===== src/include/nbus_bridge_pkg.sv =====
// Package: register offsets, field positions and timing for the narrow-bus bridge control block
`default_nettype none
package nbus_bridge_pkg;
   // Configuration-space byte offsets
   localparam logic [7:0] OFS_PCI_CTRL = 8'h40;
   localparam logic [7:0] OFS_RECOVERY = 8'h4c;
   localparam logic [7:0] OFS_CLKDIV = 8'h4d;
   localparam logic [7:0] OFS_NMI = 8'h61;
   // Host command-port word addresses
   localparam logic [3:0] HA_PCI_CTRL = 4'h0;
   localparam logic [3:0] HA_RECOVERY = 4'h1;
   localparam logic [3:0] HA_CLKDIV = 4'h2;
   localparam logic [3:0] HA_NMI = 4'h3;
   localparam logic [3:0] HA_STATUS = 4'h4;
   localparam logic [3:0] HA_IO_ADDR = 4'h5;
   localparam logic [3:0] HA_IO_DATA = 4'h6;
   localparam logic [3:0] HA_IO_CMD = 4'h7;
   // Field positions
   localparam int PCI_IACK_BIT = 5;
   localparam int PCI_DEVSEL_LO = 3;
   localparam int PCI_POST_BIT = 2;
   localparam int REC_LO = 3;
   localparam int REC_HI = 6;
   localparam int DIV_ROM_BIT = 6;
   localparam int NMI_SERR_FLAG = 7;
   localparam int NMI_HALT_FLAG = 6;
   localparam int NMI_HALT_MASK = 3;
   localparam int NMI_SERR_MASK = 2;
   // Reset values and legal-use values
   localparam logic [7:0] PCI_CTRL_RST = 8'h20;
   localparam logic [7:0] PCI_CTRL_REQUIRED = 8'h24;
   localparam logic [7:0] RECOVERY_RST = 8'h00;
   localparam logic [7:0] RECOVERY_REQUIRED = 8'h48;
   localparam logic [7:0] CLKDIV_RST = 8'h00;
   localparam logic [7:0] CLKDIV_REQUIRED = 8'h00;
   localparam logic [7:0] NMI_RST = 8'h00;
   localparam logic [7:0] PCI_CTRL_WMASK = 8'h3c;
   localparam logic [7:0] NMI_WMASK = 8'h0c;
   // Byte enable codes; exactly one lane per narrow-bus access
   localparam logic [3:0] BE_NONE = 4'h0;
   localparam logic [3:0] BE_LANE0 = 4'h1;
   localparam logic [3:0] BE_FIRST_ONE = 4'h1;
   // Bias taken off recovery field values of eight and up to give the recovery count
   localparam logic [3:0] REC_BIAS = 4'h8;
endpackage
`default_nettype wire


===== src/include/nbus_link_if.sv =====
// Interface joining the PCI host end to the bridge control end
`default_nettype none
interface nbus_link_if;
   logic cfg_wr;
   logic cfg_rd;
   logic [7:0] cfg_addr;
   logic [7:0] cfg_wdata;
   logic [7:0] cfg_rdata;
   logic io_req;
   logic [15:0] io_addr;
   logic [3:0] io_be;
   logic io_write;
   logic [7:0] io_wdata;
   logic [7:0] io_rdata;
   logic io_done;
   logic io_claim;
   logic iack_req;
   logic iack_claim;
   logic serr;
   logic nmi;
   modport host (output cfg_wr, cfg_rd, cfg_addr, cfg_wdata, io_req, io_addr, io_be, io_write, io_wdata,
                 iack_req, serr,
                 input cfg_rdata, io_rdata, io_done, io_claim, iack_claim, nmi);
   modport bridge (input cfg_wr, cfg_rd, cfg_addr, cfg_wdata, io_req, io_addr, io_be, io_write, io_wdata,
                   iack_req, serr,
                   output cfg_rdata, io_rdata, io_done, io_claim, iack_claim, nmi);
endinterface
`default_nettype wire


===== src/rtl/nbus_bridge_ctrl.sv =====
// Bridge end: control registers, narrow-bus cycle pacing and NMI status
//
// Behaviour
// Recovery ticks from bits 6:3 between cycles
// Software programs recovery field as 1001
// Recovery at 0x4C, divisor at 0x4D
// Divisor written zero for 32 MHz
// ROM positive decode only when divisor enables
// Control register enables interrupt-acknowledge response
// Control bit 5 set, reset one; others zero
// Bits 4:3 choose DEVSEL sample point
// Bit 2 enables posted write buffer
// SERR sets flag bit 7 until cleared
// Mask bit 2 disables and clears SERR flag
// Clear SERR flag by toggling mask
// Watchdog expiry or halt toggle sets bit 6
// Mask bit 3 disables and clears halt flag
// Clear halt flag by toggling mask
// Reserved NMI bits read zero, written zero
// Halt events drive the check pin
// No base registers; negative decode claims
// Narrow accesses single byte, one lane
// NMI request when enabled flag set
//
// Local design decision: the plain strobed port.
`default_nettype none
module nbus_bridge_ctrl
   import nbus_bridge_pkg::*;
(
   input wire logic clk_in,
   input wire logic rst_n_in,
   nbus_link_if.bridge link,
   input wire logic halt_switch_in,
   input wire logic wdog_expired_in,
   input wire logic wdog_enable_in,
   input wire logic [7:0] nbus_rdata_in,
   output logic nbus_strobe_out,
   output logic nbus_write_out,
   output logic [15:0] nbus_addr_out,
   output logic [7:0] nbus_wdata_out,
   output logic io_check_n_out,
   output logic rom_pos_decode_out,
   output logic posted_write_en_out,
   output logic [1:0] devsel_speed_out,
   output logic [2:0] clk_divisor_out
);
   typedef enum logic [1:0] {IDLE, STROBE, RECOVER} cyc_state_t;

   logic [7:0] pci_ctrl_q;
   logic [7:0] recovery_q;
   logic [7:0] clkdiv_q;
   logic serr_flag_q, halt_flag_q, serr_mask_q, halt_mask_q;
   logic [2:0] halt_sync_q;
   logic [1:0] wdog_sync_q, wden_sync_q;
   logic wdog_prev_q;
   logic halt_event, serr_event;
   cyc_state_t state_q;
   logic [4:0] rec_cnt_q;
   logic [7:0] cfg_rdata_q, io_rdata_q;
   logic io_done_q;
   logic one_lane;

   // True when exactly one byte lane is asserted
   function automatic logic single_lane(input logic [3:0] be);
      single_lane = (be != BE_NONE) && ((be & (be - BE_FIRST_ONE)) == BE_NONE);
   endfunction

   // Configuration registers; undefined control bits stay zero regardless of writes, recovery and divisor keep every written bit
   always_ff @(posedge clk_in) begin
      if (!rst_n_in) begin
         pci_ctrl_q <= PCI_CTRL_RST;
         recovery_q <= RECOVERY_RST;
         clkdiv_q <= CLKDIV_RST;
      end else if (link.cfg_wr) begin
         case (link.cfg_addr)
            OFS_PCI_CTRL: pci_ctrl_q <= link.cfg_wdata & PCI_CTRL_WMASK;
            OFS_RECOVERY: recovery_q <= link.cfg_wdata;
            OFS_CLKDIV: clkdiv_q <= link.cfg_wdata;
            default: ;
         endcase
      end
   end

   // NMI mask bits; flag bits are read-only from software
   always_ff @(posedge clk_in) begin
      if (!rst_n_in) begin
         serr_mask_q <= 1'b0;
         halt_mask_q <= 1'b0;
      end else if (link.cfg_wr && link.cfg_addr == OFS_NMI) begin
         serr_mask_q <= link.cfg_wdata[NMI_SERR_MASK];
         halt_mask_q <= link.cfg_wdata[NMI_HALT_MASK];
      end
   end

   // Pin synchronisers; halt switch edge detected after two stages
   always_ff @(posedge clk_in) begin
      if (!rst_n_in) begin
         halt_sync_q <= 3'h0;
         wdog_sync_q <= 2'h0;
         wden_sync_q <= 2'h0;
         wdog_prev_q <= 1'b0;
      end else begin
         halt_sync_q <= {halt_sync_q[1:0], halt_switch_in};
         wdog_sync_q <= {wdog_sync_q[0], wdog_expired_in};
         wden_sync_q <= {wden_sync_q[0], wdog_enable_in};
         wdog_prev_q <= wdog_sync_q[1];
      end
   end

   // Any toggle of the switch counts; watchdog only on rising expiry while enabled
   assign halt_event = (halt_sync_q[2] != halt_sync_q[1]) || (wdog_sync_q[1] && !wdog_prev_q && wden_sync_q[1]);
   assign serr_event = link.serr;

   // Masks force flags clear; toggling the mask is the only clearing path
   always_ff @(posedge clk_in) begin
      if (!rst_n_in) begin
         serr_flag_q <= 1'b0;
         halt_flag_q <= 1'b0;
      end else begin
         if (serr_mask_q)
            serr_flag_q <= 1'b0;
         else if (serr_event)
            serr_flag_q <= 1'b1;
         if (halt_mask_q)
            halt_flag_q <= 1'b0;
         else if (halt_event)
            halt_flag_q <= 1'b1;
      end
   end

   // Flags clear one cycle after the mask sets, so the mask gate drops the request in that cycle
   assign link.nmi = (serr_flag_q && !serr_mask_q) || (halt_flag_q && !halt_mask_q);
   assign io_check_n_out = !(halt_flag_q && !halt_mask_q);

   // Register read-back, one cycle after the strobe
   always_ff @(posedge clk_in) begin
      if (!rst_n_in)
         cfg_rdata_q <= 8'h00;
      else if (link.cfg_rd) begin
         case (link.cfg_addr)
            OFS_PCI_CTRL: cfg_rdata_q <= pci_ctrl_q;
            OFS_RECOVERY: cfg_rdata_q <= recovery_q;
            OFS_CLKDIV: cfg_rdata_q <= clkdiv_q;
            OFS_NMI: cfg_rdata_q <= {serr_flag_q, halt_flag_q, 2'b00, halt_mask_q, serr_mask_q, 2'b00};
            default: cfg_rdata_q <= 8'h00;
         endcase
      end
   end
   assign link.cfg_rdata = cfg_rdata_q;

   // Control outputs steered by the registers
   assign link.iack_claim = link.iack_req && pci_ctrl_q[PCI_IACK_BIT];
   assign devsel_speed_out = pci_ctrl_q[PCI_DEVSEL_LO +: 2];
   assign posted_write_en_out = pci_ctrl_q[PCI_POST_BIT];
   assign rom_pos_decode_out = clkdiv_q[DIV_ROM_BIT];
   assign clk_divisor_out = clkdiv_q[2:0];

   // Claim every narrow request by subtractive decode; no base registers
   assign one_lane = single_lane(link.io_be);
   assign link.io_claim = link.io_req && state_q == IDLE;

   // Narrow-bus cycle sequencer: strobe one cycle, then recovery gap
   always_ff @(posedge clk_in) begin
      if (!rst_n_in) begin
         state_q <= IDLE;
         rec_cnt_q <= 5'h00;
         nbus_strobe_out <= 1'b0;
         nbus_write_out <= 1'b0;
         nbus_addr_out <= 16'h0000;
         nbus_wdata_out <= 8'h00;
         io_done_q <= 1'b0;
         io_rdata_q <= 8'h00;
      end else begin
         io_done_q <= 1'b0;
         nbus_strobe_out <= 1'b0;
         case (state_q)
            IDLE: if (link.io_req) begin
               if (one_lane) begin
                  nbus_strobe_out <= 1'b1;
                  nbus_write_out <= link.io_write;
                  nbus_addr_out <= link.io_addr;
                  nbus_wdata_out <= link.io_wdata;
                  state_q <= STROBE;
               end else begin
                  io_rdata_q <= 8'h00; // Multi-lane request completes with no bus cycle
                  io_done_q <= 1'b1;
                  state_q <= RECOVER;
                  rec_cnt_q <= 5'h00;
               end
            end
            STROBE: begin
               io_rdata_q <= nbus_rdata_in;
               io_done_q <= 1'b1;
               // Field 1001 gives one tick: bias removes the base count
               rec_cnt_q <= (recovery_q[REC_HI:REC_LO] >= REC_BIAS) ?
                            {1'b0, recovery_q[REC_HI:REC_LO] - REC_BIAS} : {1'b0, recovery_q[REC_HI:REC_LO]};
               state_q <= RECOVER;
            end
            RECOVER: if (rec_cnt_q == 5'h00)
               state_q <= IDLE;
            else
               rec_cnt_q <= rec_cnt_q - 5'h01;
            default: state_q <= IDLE;
         endcase
      end
   end
   assign link.io_done = io_done_q;
   assign link.io_rdata = io_rdata_q;
endmodule
`default_nettype wire


===== src/flat_wrapper.sv =====
// flat-port wrapper written by rule: the top's interface ports become plain ports
module nbus_bridge_ctrl_flat import nbus_bridge_pkg::*;
  (clk_in, rst_n_in, halt_switch_in, wdog_expired_in, wdog_enable_in, nbus_rdata_in, nbus_strobe_out, nbus_write_out, nbus_addr_out, nbus_wdata_out, io_check_n_out, rom_pos_decode_out, posted_write_en_out, devsel_speed_out, clk_divisor_out, link_cfg_wr, link_cfg_rd, link_cfg_addr, link_cfg_wdata, link_io_req, link_io_addr, link_io_be, link_io_write, link_io_wdata, link_iack_req, link_serr, link_cfg_rdata, link_io_rdata, link_io_done, link_io_claim, link_iack_claim, link_nmi);
  nbus_link_if link_i ();
  input wire logic clk_in;
  input wire logic rst_n_in;
  input wire logic halt_switch_in;
  input wire logic wdog_expired_in;
  input wire logic wdog_enable_in;
  input wire logic [7:0] nbus_rdata_in;
  output logic nbus_strobe_out;
  output logic nbus_write_out;
  output logic [15:0] nbus_addr_out;
  output logic [7:0] nbus_wdata_out;
  output logic io_check_n_out;
  output logic rom_pos_decode_out;
  output logic posted_write_en_out;
  output logic [1:0] devsel_speed_out;
  output logic [2:0] clk_divisor_out;
  input wire logic [$bits(link_i.cfg_wr)-1:0] link_cfg_wr;
  input wire logic [$bits(link_i.cfg_rd)-1:0] link_cfg_rd;
  input wire logic [$bits(link_i.cfg_addr)-1:0] link_cfg_addr;
  input wire logic [$bits(link_i.cfg_wdata)-1:0] link_cfg_wdata;
  input wire logic [$bits(link_i.io_req)-1:0] link_io_req;
  input wire logic [$bits(link_i.io_addr)-1:0] link_io_addr;
  input wire logic [$bits(link_i.io_be)-1:0] link_io_be;
  input wire logic [$bits(link_i.io_write)-1:0] link_io_write;
  input wire logic [$bits(link_i.io_wdata)-1:0] link_io_wdata;
  input wire logic [$bits(link_i.iack_req)-1:0] link_iack_req;
  input wire logic [$bits(link_i.serr)-1:0] link_serr;
  output wire logic [$bits(link_i.cfg_rdata)-1:0] link_cfg_rdata;
  output wire logic [$bits(link_i.io_rdata)-1:0] link_io_rdata;
  output wire logic [$bits(link_i.io_done)-1:0] link_io_done;
  output wire logic [$bits(link_i.io_claim)-1:0] link_io_claim;
  output wire logic [$bits(link_i.iack_claim)-1:0] link_iack_claim;
  output wire logic [$bits(link_i.nmi)-1:0] link_nmi;
  assign link_i.cfg_wr = link_cfg_wr;
  assign link_i.cfg_rd = link_cfg_rd;
  assign link_i.cfg_addr = link_cfg_addr;
  assign link_i.cfg_wdata = link_cfg_wdata;
  assign link_i.io_req = link_io_req;
  assign link_i.io_addr = link_io_addr;
  assign link_i.io_be = link_io_be;
  assign link_i.io_write = link_io_write;
  assign link_i.io_wdata = link_io_wdata;
  assign link_i.iack_req = link_iack_req;
  assign link_i.serr = link_serr;
  assign link_cfg_rdata = link_i.cfg_rdata;
  assign link_io_rdata = link_i.io_rdata;
  assign link_io_done = link_i.io_done;
  assign link_io_claim = link_i.io_claim;
  assign link_iack_claim = link_i.iack_claim;
  assign link_nmi = link_i.nmi;
  nbus_bridge_ctrl u_core (.clk_in(clk_in), .rst_n_in(rst_n_in), .link(link_i), .halt_switch_in(halt_switch_in), .wdog_expired_in(wdog_expired_in), .wdog_enable_in(wdog_enable_in), .nbus_rdata_in(nbus_rdata_in), .nbus_strobe_out(nbus_strobe_out), .nbus_write_out(nbus_write_out), .nbus_addr_out(nbus_addr_out), .nbus_wdata_out(nbus_wdata_out), .io_check_n_out(io_check_n_out), .rom_pos_decode_out(rom_pos_decode_out), .posted_write_en_out(posted_write_en_out), .devsel_speed_out(devsel_speed_out), .clk_divisor_out(clk_divisor_out));
endmodule

===== config.mk =====
export PLATFORM = sky130hd
export DESIGN_NAME = nbus_bridge_ctrl_flat
export DESIGN_NICKNAME = d
export VERILOG_FILES = /design/src/include/nbus_bridge_pkg.sv /design/src/include/nbus_link_if.sv /design/src/rtl/nbus_bridge_ctrl.sv /design/src/flat_wrapper.sv
export SDC_FILE = /design/constraint.sdc
export NUM_CORES = 1
export LEC_CHECK = 0
export BUFFER_PORTS_ARGS = -buffer_cell sky130_fd_sc_hd__buf_4
export CAP_MARGIN = 10
export CORE_MARGIN = 2
export CORE_UTILIZATION = 54
export DETAILED_ROUTE_END_ITERATION = 6
export HOLD_SLACK_MARGIN = 0.12
export PLACE_DENSITY = 0.91
export SLEW_MARGIN = 20
export SYNTH_ARGS = -nofsm -noshare
export SYNTH_HDL_FRONTEND = slang
export SYNTH_SLANG_ARGS = --single-unit

===== constraint.sdc =====
create_clock -name clk_in -period 5.8 [get_ports clk_in]
set_clock_uncertainty 0.2 [all_clocks]
set_input_delay 1.45 -clock clk_in [delete_from_list [all_inputs] [get_ports clk_in]]
set_output_delay 1.45 -clock clk_in [all_outputs]
set_load 0.01 [all_outputs]

Yosys cells after proc, flatten, opt, wreduce, memory -nomap -nowiden. Cells that the tools add are included.

Order comparisons: 1. Mux-type cells: 17. Bitwise operators: 2. Add/subtract/negate cells: 3. Reduce and logical (&&, ||, !) cells: 30. Equal/unequal tests: 11.

Operators with widths (number): == test 8 x 7 -> 1 bit (second input constant) (4); one-hot mux 8 bit (4 select lines) (1); 2-to-1 mux 8 bit (2); one-hot mux 8 bit (2 select lines) (1); 2-to-1 mux 5 bit (3); one-hot mux 5 bit (3 select lines) (1); AND reduction 3 bit (3); logical AND 1 bit (8); AND reduction 2 bit (4); 2-to-1 mux 2 bit (3); inequality test 2 bit (second input constant) (3); one-hot mux 2 bit (3 select lines) (1); logical NOT 5 bit (1); subtractor 5 x 1 -> 5 bit (second input constant) (1); AND 4 bit (1); greater-or-equal comparator 4 bit (second input constant) (1); logical NOT 1 bit (4); logical NOT 4 bit (1); 2-to-1 mux 4 bit (1); AND reduction 4 bit (1); nonzero test 4 bit (1); OR reduction 2 bit (2); subtractor 4 x 1 -> 4 bit (second input constant) (1); subtractor 4 bit (second input constant) (1); 11 further kinds (14).

Logic and storage cells: 84. Output and inout bits: 54. Register bits after elaboration: 82. Input bits: 63.

Depth between registers and ports, before layout.
Word-level depth: 7. Mapped depth: 7. Gate-level depth less buffers: 6.

Worst setup path before layout. No wires, ideal clock.

Path kind: in2out. From: input link_io_req. To: output link_io_claim. Buffers on the path: 1. Slack: 2169 ps. Arrival time: 1981 ps. Data required time: 4150 ps. Cell stages on the path: 3. Cell sequence: nand2_1 -> inv_2 -> buf_2.

Word-level cells in the longest chain between the ends: 1.

RTL lines: start, declared (RTL line flat_wrapper.sv:24) `input wire logic [$bits(link_i.io_req)-1:0] link_io_req;`; logical AND 1 bit (RTL line nbus_bridge_ctrl.sv:160) `assign link.io_claim = link.io_req && state_q == IDLE;`; end, declared (RTL line flat_wrapper.sv:34) `output wire logic [$bits(link_i.io_claim)-1:0] link_io_claim;`.

Every way passes these cells.

Worst setup path after layout. Same ends and word-level chain as after synthesis.

==> impl_metrics.ini <==
[layout]
fraction_of_layout_instances_using_a_drive_strength_above_1_pct = 30.4
seq_area_um2 = 1640
final_core_utilization_pct = 72.7
n_antenna_cell = 0
fillcell_total = 482
multi_input_comb_area_um2 = 1780
finalNetCount = 541
area_growth_syn_to_layout_pct = 29.3
finish.cell_count_without_fillers = 554

[die]
coreArea_um2 = 6390
die-width_um = 85.5
boundaryPins = 117
fp.dieArea_um2 = 7320
floorplan.initialDensity_pct = 56.2
floorplan.die.height_um = 85.5
num_rows = 29

[synth]
synth_async_sr_flop_share_pct = 0
synth.top_cells.by_area = dfxtp_1, mux2i_1, a21boi_1
synth_sequential_area_ratio_pct = 45.7
mapped_avg_cell_area_um2 = 9.73
synth_nets = 437
ff_latch_count_synth = 82
post_synth_instance_area_um2 = 3590
synth_top_area_cell = dfxtp_1
synth.lib_cells_used.distinct = 49
synthesis.instances = 369
yosysWarningCount = 0
synth_ff_type = dfxtp_1
synth_top_area_share_pct = 45.7
synth_enable_flop_cells = 0

[sta]
worst_slew_pin_slew_ps = 1100
rsz0062_at_grt = no
timing.final.ws_setup_ps = 1910
max_freq_mhz = 257
finalSetupViolCount = 0
final_period_minus_worst_setup_slack_ps = 3890
finalCritPeriodShare_pct = 67.0
final_slew_violations = 0
slew-limit-headroom_pct = 26.7
totalNegativeSetupSlack_ps = 0
finalHoldViolCount = 0

[critical_path]
timing_worst_setup_path_type = in2out
cp-start-kind = primary input
critical_path_arrival_ps = 2240
endpoint_kind_of_the_worst_setup_timing_path = primary output
worstPathRequired_ps = 4150
path_max_fanout = 28

[cts]
cts.path.max_buffers = 2
cts-resized-gates = 0
h_tree_levels = 3
clkSlewWorstSetupHoldPaths_ps = 70
post_cts.repair.setup_buffers = 0
cts.sink_count = 82
tritoncts = done
hold_buffers = 0
worst_skew_pair_latency_ps = 340
tritoncts.num_buffers = 9
clock_tree.root_cell = clkbuf_8

[placement]
portBuffers = 116
dp_cells = 539
placement.setup.worst_slack_ps = 1930
dpl.hpwl_um = 6030
gp_congestion = 0.831

[detailed_routing]
num_vias = 3141
postRouteWirelength_um = 8540
detailedRoute.firstPassIterationCount = 4
wire_per_inst_um = 15.4
detailedRoute.firstIterationViolations = 132
vias_per_cell = 5.67
postRouteAntennaNets = 0
drc_errors = 0

[global_routing]
number_of_global_route_vias_before_repair = 3200
groute.usage.overall_pct = 24.6
grt_start_max_net_pins = 77
wire_length_of_the_first_global_routing_pass_um = 14500
grt_antenna_before_repair = 0
globalRouteOverflowTotal = 0

[pwr]
powerDensity_nw_per_um2 = 256
leakagePower_uw = 0.00208
vdd.ir_drop.worst_mv = 0.173
design_power_total_uw = 1190

[hold_path]
min-delay-path-class = reg2reg

[outcome]
outcome = complete, no violations

[job]
maxCapViolations = 0
-- registers in the layout, indices dropped and copies added, names as in the netlist, 2 cells and up --
| register | count |
|---|---|
| u_core.wdog_sync_q | 2 |
| u_core.link.io_rdata | 8 |
| u_core.nbus_wdata_out | 8 |
| u_core.rec_cnt_q | 5 |
| u_core.halt_sync_q | 3 |
| u_core.link.cfg_rdata | 8 |
| u_core.wden_sync_q | 2 |
| u_core.pci_ctrl_q | 4 |
| u_core.nbus_addr_out | 16 |
| u_core.recovery_q | 8 |
| u_core.state_q | 2 |
| u_core.clkdiv_q | 8 |
-- per-layer routing --
metal | up-vias | global-route usage, % | part of all wire, %
met3 | 13 | 9.43 | 9.3
met5 | - | 0 | 0
met4 | 0 | 8.95 | 1.8
li1 | 1531 | - | -
met2 | 127 | 40.8 | 48
met1 | 1470 | 29.0 | 41
-- power breakdown --
group          switching (uW)  total [uW]  internal [uW]
clock                     189         421            232
combinational            98.3         182           83.5
sequential               9.73         588            578
total                     297        1190            893
-- cell type report --
class | count | area share, %
Sequential cell | 82 | 35.4
Tap cell | 77 | 2.08
Clock inverter | 2 | 0.755
Clock buffer | 13 | 3.64
Multi-Input combinational cell | 251 | 38.3
Timing Repair Buffer | 117 | 18.9
Inverter | 12 | 0.971
-- cells in the final DEF (no fill, tap or decap), drive strengths merged, types with 2 or more instances in the layout --
cell	synthesis	final
nor2b	23	23
nor2	5	5
nor4b	2	2
clkbuf	14	13
ha	5	5
o31ai	3	3
or4b	3	3
o21ai	37	37
a21oi	10	10
xnor2	4	4
buf	10	117
and3	3	3
nand3	29	29
nand2	18	18
mux2i	27	27
nand4	4	4
dfxtp	82	82
nor3b	3	3
and2	14	14
inv	12	12
o22ai	2	2
a22o	16	16
a32oi	2	2
nand4b	2	2
a21boi	25	25
a22oi	2	2
-- worst max-delay path, cell delays in order --
cell and delay (ps):
buf_4 100, nand2_1 70, inv_2 390, buf_4 210
-- worst paths after layout --
kind                                            start                       to  slack (ps)  depth (start not counted)
worst min register to register  u_core.halt_sync_q[0]    u_core.halt_sync_q[1]         230                          1
worst max register to register      u_core.state_q[0]  u_core.link.io_rdata[5]        3730                          6
worst max-delay path                      link_io_req            link_io_claim        1910                          4
worst min-delay path            u_core.halt_sync_q[0]    u_core.halt_sync_q[1]         230                          1
-- per-stage QoR --
stage,hold WS [ps],area (um^2)
2_1_floorplan,212,3590
3_3_place_gp,218,4440
3_5_place_dp,219,4440
4_1_cts,237,4640
5_1_grt,258,4640
6_report,235,4640
-- cell usage after synthesis, types with 8 or more instances --
master	n
a21boi_1	20
a21oi_1	8
a22o_1	16
and2_1	14
clkbuf_1	14
dfxtp_1	82
inv_1	11
mux2i_1	27
nand2_1	18
nand3_1	29
nor2b_1	23
o21ai_0	18
o21ai_1	19
-- cells by family (layout without fill, tap and decap cells) --
kind of cell	Yosys count	count (layout)	share of synthesized area (%)
adders and majority gates	5	5	1.74
AOI/OAI and AO/OA	105	105	20.7
DFF	82	82	45.7
muxes	27	27	7.53
buffers and inverters	36	144	4.81
and+or+nand+nor	110	110	18.3
xor gates and xnor gates	4	4	1.19
Note: power is estimated with default switching activity, not from simulation.
